### src/inc/tpsp_pkg.sv
// Package for the primary/secondary period timer block.
// Assumes an APB slave with 32-bit data and word-aligned registers.
package tpsp_pkg;
    // Printed offsets are not multiples of four: these are register indices
    localparam logic [11:0] TPSP_IDX_SECONDARY = 12'h10D;
    localparam logic [11:0] TPSP_IDX_PRIMARY = 12'h10E;
    localparam logic [11:0] TPSP_IDX_CONTROL = 12'h10F;
    localparam logic [11:0] TPSP_IDX_MODE = 12'h110;
    localparam logic [7:0] TPSP_PRIMARY_RESET = 8'hFF;
    localparam logic [7:0] TPSP_SECONDARY_RESET = 8'hFF;
    localparam logic [7:0] TPSP_STOP_PRESET = 8'hFF;
    localparam int TPSP_CTRL_START_BIT = 0;
    localparam int TPSP_CTRL_STOP_BIT = 2;
    localparam logic [1:0] TPSP_MODE_RESET = 2'h0;
    localparam logic [7:0] TPSP_PRESCALE_RESET = 8'h00;
    typedef enum logic [1:0] {
        TPSP_MODE_TIMER = 2'b00,
        TPSP_MODE_WAVE = 2'b01,
        TPSP_MODE_ONESHOT = 2'b10,
        TPSP_MODE_WAIT = 2'b11
    } tpsp_mode_t;
    function automatic logic [13:0] tpsp_byte_addr(input logic [11:0] idx);
        return {idx, 2'b00};
    endfunction
endpackage

### src/verilog/tpsp_prescaler.sv
// Prescaler that pulses once every (divide+1) system clocks while running.
// Assumes divide is steady while running; changes take effect at next wrap.
`timescale 1ns/100ps
module tpsp_prescaler import tpsp_pkg::*; #(
    parameter int WIDTH = 8
) (
    input wire logic pclk,
    input wire logic presetn,
    input wire logic run,
    input wire logic [WIDTH-1:0] divide,
    output logic underflow
);
    logic [WIDTH-1:0] count_reg;
    if (WIDTH < 1) begin
        $error("prescaler width must be positive");
    end
    always_ff @(posedge pclk or negedge presetn) begin
        if (!presetn) begin
            count_reg <= '0;
            underflow <= 1'b0;
        end else if (!run) begin
            count_reg <= divide;
            underflow <= 1'b0;
        end else if (count_reg == '0) begin
            count_reg <= divide;
            underflow <= 1'b1;
        end else begin
            count_reg <= count_reg - 1'b1;
            underflow <= 1'b0;
        end
    end
endmodule

### src/verilog/tpsp_timer.sv
// Top of the primary/secondary period timer with its APB register slave.
// Assumes a single APB master on pclk; zero wait-state answers.
// Notes on behaviour
// - Primary is 8-bit full range, counts underflows
// - Wait one-shot counts pulse width underflows; here wait mode alternates primary, secondary like waveform mode
// - Two-value modes reload primary, secondary alternately
// - Primary read returns live counter value
// - Forced stop write presets secondary to FFh
// - Counter decrements, reloads on underflow
// - Secondary counts in waveform, unused in timer
//
// Implementation choice: the APB register port.
`timescale 1ns/100ps
module tpsp_timer import tpsp_pkg::*; (
    input wire logic pclk,
    input wire logic presetn,
    input wire logic psel,
    input wire logic penable,
    input wire logic pwrite,
    input wire logic [13:0] paddr,
    input wire logic [31:0] pwdata,
    output logic [31:0] prdata,
    output logic pready,
    output logic pslverr,
    output logic underflow_pulse,
    output logic wave_out,
    output logic running
);
    logic [7:0] primary_reload_reg;
    logic [7:0] secondary_pend_reg;
    logic [7:0] secondary_reg;
    logic [7:0] counter_reg;
    logic [7:0] prescale_reg;
    logic secondary_phase_reg;
    logic start_reg;
    logic armed_reg;
    tpsp_mode_t mode_reg;
    logic pre_uf;
    logic setup;
    logic wr_sec;
    logic wr_pri;
    logic wr_ctl;
    logic wr_mode;
    logic hit;
    logic two_value;
    logic cnt_zero;
    logic [7:0] reload_next;
    logic stop_req;
    logic start_req;
    logic reload_now;

    // Shared decode, so the error flag and the writes agree on the map
    function automatic logic is_mapped(input logic [13:0] addr);
        return addr == tpsp_byte_addr(TPSP_IDX_SECONDARY)
            || addr == tpsp_byte_addr(TPSP_IDX_PRIMARY)
            || addr == tpsp_byte_addr(TPSP_IDX_CONTROL)
            || addr == tpsp_byte_addr(TPSP_IDX_MODE);
    endfunction

    // Writes act in the access phase, the one edge where pready is high
    function automatic logic bus_write(input logic sel, input logic en, input logic wr,
        input logic [13:0] addr, input logic [11:0] idx);
        return sel && en && wr && addr == tpsp_byte_addr(idx);
    endfunction

    // Control bits must fall inside the data word and must differ
    if (TPSP_CTRL_START_BIT == TPSP_CTRL_STOP_BIT || TPSP_CTRL_START_BIT > 31
        || TPSP_CTRL_STOP_BIT > 31) begin
        $error("control bit positions are unusable");
    end

    // Every register needs its own word, or one decode would shadow another
    if (TPSP_IDX_SECONDARY == TPSP_IDX_PRIMARY || TPSP_IDX_PRIMARY == TPSP_IDX_CONTROL
        || TPSP_IDX_CONTROL == TPSP_IDX_MODE || TPSP_IDX_SECONDARY == TPSP_IDX_MODE) begin
        $error("register indices overlap");
    end

    assign setup = psel && !penable;
    assign hit = is_mapped(paddr);
    assign wr_sec = bus_write(psel, penable, pwrite, paddr, TPSP_IDX_SECONDARY);
    assign wr_pri = bus_write(psel, penable, pwrite, paddr, TPSP_IDX_PRIMARY);
    assign wr_ctl = bus_write(psel, penable, pwrite, paddr, TPSP_IDX_CONTROL);
    assign wr_mode = bus_write(psel, penable, pwrite, paddr, TPSP_IDX_MODE);
    assign stop_req = wr_ctl && pwdata[TPSP_CTRL_STOP_BIT];
    assign reload_now = start_reg && pre_uf && cnt_zero;
    // Stop in the same write as start wins, so a combined write leaves it halted
    assign start_req = pwdata[TPSP_CTRL_START_BIT] && !pwdata[TPSP_CTRL_STOP_BIT];
    assign two_value = mode_reg != TPSP_MODE_TIMER;
    assign cnt_zero = counter_reg == 8'h00;

    tpsp_prescaler #(
        .WIDTH(8)
    ) u_prescaler (
        .pclk(pclk),
        .presetn(presetn),
        .run(start_reg),
        .divide(prescale_reg),
        .underflow(pre_uf)
    );

    // Next reload: alternate in two-value modes, primary only in timer mode
    always_comb begin
        reload_next = primary_reload_reg;
        if (two_value && !secondary_phase_reg) begin
            reload_next = secondary_reg;
        end
    end

    // Run state; a one-shot drops it after its secondary width
    always_ff @(posedge pclk or negedge presetn) begin
        if (!presetn) begin
            start_reg <= 1'b0;
        end else if (wr_ctl) begin
            start_reg <= start_req;
        end else if (reload_now && mode_reg == TPSP_MODE_ONESHOT
                     && secondary_phase_reg) begin
            start_reg <= 1'b0;
        end
    end

    // While running, a divide change only takes effect at the prescaler's next wrap
    always_ff @(posedge pclk or negedge presetn) begin
        if (!presetn) begin
            mode_reg <= tpsp_mode_t'(TPSP_MODE_RESET);
            prescale_reg <= TPSP_PRESCALE_RESET;
        end else if (wr_mode) begin
            mode_reg <= tpsp_mode_t'(pwdata[1:0]);
            prescale_reg <= pwdata[15:8];
        end
    end

    // Secondary is held pending until the primary write that follows it
    always_ff @(posedge pclk or negedge presetn) begin
        if (!presetn) begin
            secondary_pend_reg <= TPSP_SECONDARY_RESET;
            secondary_reg <= TPSP_SECONDARY_RESET;
            armed_reg <= 1'b0;
        end else if (wr_ctl && pwdata[TPSP_CTRL_STOP_BIT]) begin
            secondary_pend_reg <= TPSP_STOP_PRESET;
            secondary_reg <= TPSP_STOP_PRESET;
            armed_reg <= 1'b0;
        end else if (wr_sec) begin
            secondary_pend_reg <= pwdata[7:0];
            armed_reg <= 1'b1;
        end else if (wr_pri && armed_reg) begin
            secondary_reg <= secondary_pend_reg;
            armed_reg <= 1'b0;
        end
    end

    // Down-counter; primary writes land in reload and, when stopped, the counter
    always_ff @(posedge pclk or negedge presetn) begin
        if (!presetn) begin
            primary_reload_reg <= TPSP_PRIMARY_RESET;
            counter_reg <= TPSP_PRIMARY_RESET;
            secondary_phase_reg <= 1'b0;
        end else begin
            if (wr_pri) begin
                primary_reload_reg <= pwdata[7:0];
            end
            if (wr_pri && !start_reg) begin
                counter_reg <= pwdata[7:0];
                secondary_phase_reg <= 1'b0;
            end else if (wr_ctl && pwdata[TPSP_CTRL_STOP_BIT]) begin
                counter_reg <= primary_reload_reg;
                secondary_phase_reg <= 1'b0;
            end else if (start_reg && pre_uf) begin
                if (cnt_zero) begin
                    counter_reg <= reload_next;
                    secondary_phase_reg <= two_value && !secondary_phase_reg;
                end else begin
                    counter_reg <= counter_reg - 8'h01;
                end
            end
        end
    end

    // One pulse per reload; a stop write in the same cycle suppresses it
    always_ff @(posedge pclk or negedge presetn) begin
        if (!presetn) begin
            underflow_pulse <= 1'b0;
        end else begin
            underflow_pulse <= reload_now && !stop_req;
        end
    end

    // APB handshake: no wait states, unmapped addresses answer with an error
    always_ff @(posedge pclk or negedge presetn) begin
        if (!presetn) begin
            pready <= 1'b0;
            pslverr <= 1'b0;
        end else begin
            pready <= setup;
            pslverr <= setup && !hit;
        end
    end

    // Status pins lag the internal state by one clock
    always_ff @(posedge pclk or negedge presetn) begin
        if (!presetn) begin
            wave_out <= 1'b0;
            running <= 1'b0;
        end else begin
            wave_out <= two_value && start_reg && secondary_phase_reg;
            running <= start_reg;
        end
    end

    // Read data stands with pready only, so the bus sees zero between reads
    always_ff @(posedge pclk or negedge presetn) begin
        if (!presetn) begin
            prdata <= 32'h0000_0000;
        end else begin
            prdata <= 32'h0000_0000;
            if (setup && !pwrite) begin
                unique case (paddr)
                    tpsp_byte_addr(TPSP_IDX_PRIMARY): prdata <= {24'h000000, counter_reg};
                    tpsp_byte_addr(TPSP_IDX_CONTROL): prdata <= {31'h00000000, start_reg};
                    tpsp_byte_addr(TPSP_IDX_MODE): prdata <= {16'h0000, prescale_reg,
                                                              6'h00, mode_reg};
                    default: prdata <= 32'h0000_0000;
                endcase
            end
        end
    end
endmodule

### config.mk
export PLATFORM = sky130hd
export DESIGN_NAME = tpsp_timer
export DESIGN_NICKNAME = d
export VERILOG_FILES = /design/src/inc/tpsp_pkg.sv /design/src/verilog/tpsp_prescaler.sv /design/src/verilog/tpsp_timer.sv
export SDC_FILE = /design/constraint.sdc
export NUM_CORES = 1
export LEC_CHECK = 0
export BUFFER_PORTS_ARGS = -buffer_cell sky130_fd_sc_hd__buf_4
export CAP_MARGIN = 20
export CORE_MARGIN = 4
export CORE_UTILIZATION = 40
export DETAILED_ROUTE_END_ITERATION = 7
export GPL_ROUTABILITY_DRIVEN = 0
export SKIP_CTS_REPAIR_TIMING = 1
export SYNTH_ARGS = -nofsm -noshare
export SYNTH_HDL_FRONTEND = slang
export SYNTH_HIERARCHICAL = 1
export SYNTH_SLANG_ARGS = --single-unit
### constraint.sdc
create_clock -name pclk -period 1.9 [get_ports pclk]
set_input_delay 0.38 -clock pclk [delete_from_list [all_inputs] [get_ports pclk]]
set_output_delay 0.38 -clock pclk [all_outputs]
set_load 0.005 [all_outputs]
=== Word-level counts from Yosys, hierarchy flattened ===
Index checks and enable logic that the tools add are counted.

* Register bits: 91
* Output and inout bits: 37
* Logic and storage cells: 92

* Add/sub/neg operators: 2
* Eq/ne operators: 6
* Mux-type cells: 25
* Reduce and logical (&&, ||, !) cells: 42

{| class="wikitable"
|+ Operators by type and width
! cell !! count
|-
| 8-bit 2-to-1 mux || 12
|-
| 14-bit by 11-bit == test with 1-bit output (second input constant) || 4
|-
| 16-bit one-hot mux with 3 select lines || 1
|-
| 1-bit logical AND || 21
|-
| 8-bit logical NOT || 2
|-
| 16-bit 2-to-1 mux || 1
|-
| 8-bit by 1-bit subtractor with 8-bit output (second input constant) || 2
|-
| 1-bit 2-to-1 mux || 11
|-
| 3-bit nonzero test || 3
|-
| 2-bit nonzero test || 4
|-
| 1-bit logical NOT || 7
|-
| 2-bit AND reduction || 2
|-
| 1-bit logical OR || 3
|-
| 2-bit == test (second input constant) || 1
|-
| 2-bit by 1-bit inequality test with 1-bit output (second input constant) || 1
|}

=== Longest topological paths before layout ===
* Depth after elaboration: 7
* Gate-level depth with buffers: 9
* Mapped depth without buffers: 8

=== Modules after synthesis ===
Netlist, hierarchy kept.

{| class="wikitable"
|+ Modules (own cells, without submodules)
! module !! times used !! cells each !! area an instance (um2)
|-
| tpsp_timer || 1 || 307 || 3266.9
|-
| tpsp_prescaler || 1 || 49 || 496.7
|}

=== Least setup slack after synthesis ===
No wires, ideal clock.

* Path kind: register to register
* From: reg counter_reg[0]
* To: reg counter_reg[0]
* Library setup time: 77 ps
* Arrival: 1940 ps
* Required time: 1823 ps
* Slack: -117 ps
* Stages on the path, launching flop included: 10
* Path through: dfstp_2 inv_1 ha_1 nor2b_1 and3b_1 buf_2 nand2_1 a21oi_1 or3_1 a31oi_1

* Longest elaborated chain between the ends: 5
* Elaborated cells on any way between the ends: 6
* Classes of those cells: add/sub (1); mux (4); reduce/logical (1)

{| class="wikitable"
|+ Ends and longest elaborated chain
! element !! line !! source
|-
| start: declaration || tpsp_timer.sv:32 || <nowiki>logic [7:0] counter_reg;</nowiki>
|-
| start signal: assignment || tpsp_timer.sv:162 || <nowiki>counter_reg <= pwdata[7:0];</nowiki>
|-
| start signal: assignment || tpsp_timer.sv:165 || <nowiki>counter_reg <= primary_reload_reg;</nowiki>
|-
| start signal: assignment || tpsp_timer.sv:169 || <nowiki>counter_reg <= reload_next;</nowiki>
|-
| 8-bit by 1-bit subtractor with 8-bit output / 8-bit logical NOT (equally long branches) || tpsp_timer.sv:172, tpsp_timer.sv:89 ||
|-
| 8-bit 2-to-1 mux * || tpsp_timer.sv:168 || <nowiki>if (cnt_zero) begin</nowiki>
|-
| 8-bit 2-to-1 mux * || tpsp_timer.sv:167 || <nowiki>end else if (start_reg && pre_uf) begin</nowiki>
|-
| 8-bit 2-to-1 mux * || tpsp_timer.sv:164 || <nowiki>end else if (wr_ctl && pwdata[TPSP_CTRL_STOP_BIT]) begin</nowiki>
|-
| 8-bit 2-to-1 mux * || tpsp_timer.sv:161 || <nowiki>if (wr_pri && !start_reg) begin</nowiki>
|}

Every way passes the cells marked *; elsewhere a longest branch is shown, timed or not. The select of a mux whose other input is x is not followed.
A chain may end at the register's enable or synchronous reset.

=== Worst setup path in the final report ===
* From: reg counter_reg[1]
* To: reg counter_reg[0]

* Longest elaborated chain between the ends: 5

{| class="wikitable"
|+ Ends and longest elaborated chain
! element !! line !! source
|-
| 8-bit logical NOT || tpsp_timer.sv:89 || <nowiki>assign cnt_zero = counter_reg == 8'h00;</nowiki>
|-
| 8-bit 2-to-1 mux || tpsp_timer.sv:168 ||
|-
| 8-bit 2-to-1 mux || tpsp_timer.sv:167 ||
|-
| 8-bit 2-to-1 mux || tpsp_timer.sv:164 ||
|-
| 8-bit 2-to-1 mux || tpsp_timer.sv:161 ||
|}

No other way between the ends. The select of a mux whose other input is x is not followed.

==> flow_summary.json <==
{
  "cts-htree-levels": 3,
  "intPower_uw": 2910,
  "crit_slowest_cell": "dfstp_2",
  "clk_path_buf_depth": 2,
  "irDropWorstVdd_mv": 0.369,
  "clk_latency_ns": 0.35,
  "finalNetCount": 504,
  "top_register": "prdata",
  "max_stage_delay_ns": 0.54,
  "antenna_found_initial": 0,
  "p_seq_share_pct": 46.5,
  "synth-seq-cells": 75,
  "port_buffers": 55,
  "yosysWarnings": 6,
  "yosys-top-cells-count": "43 x dfrtp_1, 39 x nor2_1, 32 x dfstp_2",
  "grt_pass1_vias": 2668,
  "start_util_pct": 40.9,
  "drcViolationCount": 0,
  "rows": 35,
  "crit_type": "reg -> reg",
  "setup_ws_ns": -0.0162,
  "dr.first_iter.drc_count": 134,
  "cts_buffers": 9,
  "drv_slew": 0,
  "async_flop_share_pct": 100,
  "cts_root_buf": "clkbuf_8",
  "ys_types": 57,
  "ys.flop_type": "dfrtp_1",
  "ios": 88,
  "rsz0062_at_grt": "yes",
  "synth_area_leader_cell": "dfrtp_1",
  "end_kind": "flip-flop",
  "switching_share_pct": 30.2,
  "hold_path_class": "in -> reg",
  "design.core.area_sq_mm": 0.00920,
  "grt_usage_pct": 15.5,
  "synth_edf_count": 0,
  "netlist_area_sq_mm": 0.00376,
  "clock-sinks": 75,
  "n_antenna_cell": 0,
  "crit_chain": "inv_2, ha_4, nor2b_4, and3b_2, mux2i_1, nor2_1, or3_1, a31oi_1",
  "final_cells": 565,
  "grt_max_degree": 46,
  "ys_seq_area_share_pct": 50.9,
  "synth.most_common_cell": "dfrtp_1",
  "avgRoutedWirePerCell_um": 14.9,
  "dieArea_sq_mm": 0.0110,
  "dp_cells": 546,
  "power.net_switching_uw": 1260,
  "grt_pass1_wl_um": 13700,
  "setup_viol": 1,
  "cts_tree": "done",
  "multi_input_area_sq_mm": 0.00176,
  "dr.pass1.iters": 4,
  "synthCells": 356,
  "avgSynthCellArea_sq_um": 10.6,
  "fin_skew_ns": 0.00644,
  "drive_gt1_share_pct": 42.5,
  "synth_top_area_share_pct": 28.6,
  "fillers": 824,
  "critPathArrivalTime_ns": 2.20,
  "timing.final.crit_share_pct": 101,
  "r2r_setup_slack_ns": -0.02,
  "wl_um": 8400,
  "powerDensity_mw_per_mm2": 868,
  "cp_max_fo": 5,
  "power_leakage_uw": 0.00224,
  "fp.dieW_um": 105,
  "cap_violations": 0,
  "violations": "setup timing",
  "register_area_sq_mm": 0.00192,
  "syn_to_final_growth_pct": 27.6,
  "clk_pin_slew_ns": 0.08,
  "hold_violations": 0,
  "grt_overflow": 0,
  "combPwrFrac_pct": 23.1,
  "run_status": "finished, violations left",
  "fin_crit_ns": 1.92,
  "power_frac_clock_pct": 30.4,
  "synth_area_leaders": "dfrtp_1 29%, dfstp_2 22%, mux2_2 5.4%",
  "fmax_mhz": 522,
  "vias": 2781,
  "avgViaCountPerCell": 4.92,
  "critPathRequiredTime_ns": 2.18,
  "timing.setup.tns_ns": -0.0162,
  "largest_reg_flops": 16,
  "postRouteAntennaNets": 0,
  "die_y_um": 105,
  "start_kind": "flip-flop",
  "place_hpwl_um": 6220
}
==> cell families (layout without fill, tap and decap cells) <==
logic type | Yosys count | count (layout) | synth area share (%)
and+or+nand+nor | 137 | 137 | 21.2
DFF | 75 | 75 | 50.9
AOI/OAI and AO/OA | 66 | 66 | 10.6
buffers and inverters | 38 | 121 | 6.18
muxes | 27 | 27 | 7.78
xor gates and xnor gates | 8 | 8 | 1.86
adders and majority gates | 4 | 4 | 1.33
other | 1 | 16 | 0.0996
==> final timing paths <==
path,startpoint,endpoint,cells past startpoint
max,counter_reg[1],counter_reg[0],8
min,pwdata[12],prescale_reg[4],2
max reg2reg,counter_reg[1],counter_reg[0],8
min reg2reg,u_prescaler/count_reg[0],u_prescaler/count_reg[0],1
max in group asynchronous,presetn,counter_reg[5],3
min in group asynchronous,presetn,prdata[4],2
==> cell usage in the layout, fill, tap and decap left out, types with 10 or more instances in the layout <==
cell       n
conb_1    16
a21oi_1   23
nor2_1    39
dfstp_2   32
nand2_1   29
buf_4     93
o21ai_1   11
mux2_2    18
o21ai_0   10
nand3b_1  10
and2_1    15
dfrtp_1   43
==> worst max-delay path, delay by kind of cell, from the launching register on <==
kind                     cells  cell delay, ns
adder cells (fa/ha/maj)      1            0.15
flip-flops                   1            0.54
AND/OR/NAND/NOR              4            0.78
AO/OA/AOI/OAI                1            0.17
multiplexers                 1            0.16
buffers and inverters        1            0.05
==> final cells by class <==
type,instances,share of cell area [%]
clock inverters,4,0.625
multi-input cells,258,36.6
repair buffers,96,15.6
clock buffers,12,3.70
well taps,111,2.89
flip-flops and latches,75,39.9
inverters,9,0.704
==> metrics by stage <==
step / power (uW) / utilization [%] / hold WS, ns / setup slack [ns] / cell area, sq um
6_report: 4170 / 52.2 / 0.255 / -0.0162 / 4800
5_1_grt: 4400 / 52.2 / 0.248 / -0.0897 / 4800
3_5_place_dp: 2830 / 49.0 / 0.340 / -0.270 / 4510
4_1_cts: 4100 / 51.3 / -0.0480 / -0.0401 / 4710
2_1_floorplan: 2500 / - / 0.0844 / -0.0264 / 3860
3_3_place_gp: 2800 / 49.0 / 0.335 / -0.248 / 4510
==> routing by layer <==
layer | global-route usage (%) | part of all wire (%) | vias up
met3 | 3.46 | 4.8 | 14
li1 | - | - | 1390
met1 | 22.1 | 50 | 1301
met5 | 0 | 0 | -
met2 | 22.6 | 43 | 76
met4 | 6.56 | 1.7 | 0
==> power by group through the flow <==
stage / registers, uW / logic (uW) / clock network (uW)
after floorplan: 1950 / 549 / 0
after global placement: 1940 / 855 / 0
after global routing: 1960 / 1080 / 1370
after detailed placement: 1950 / 875 / 0
after CTS: 1930 / 882 / 1300
final: 1940 / 962 / 1270
Note: power is estimated with default switching activity, not from simulation.
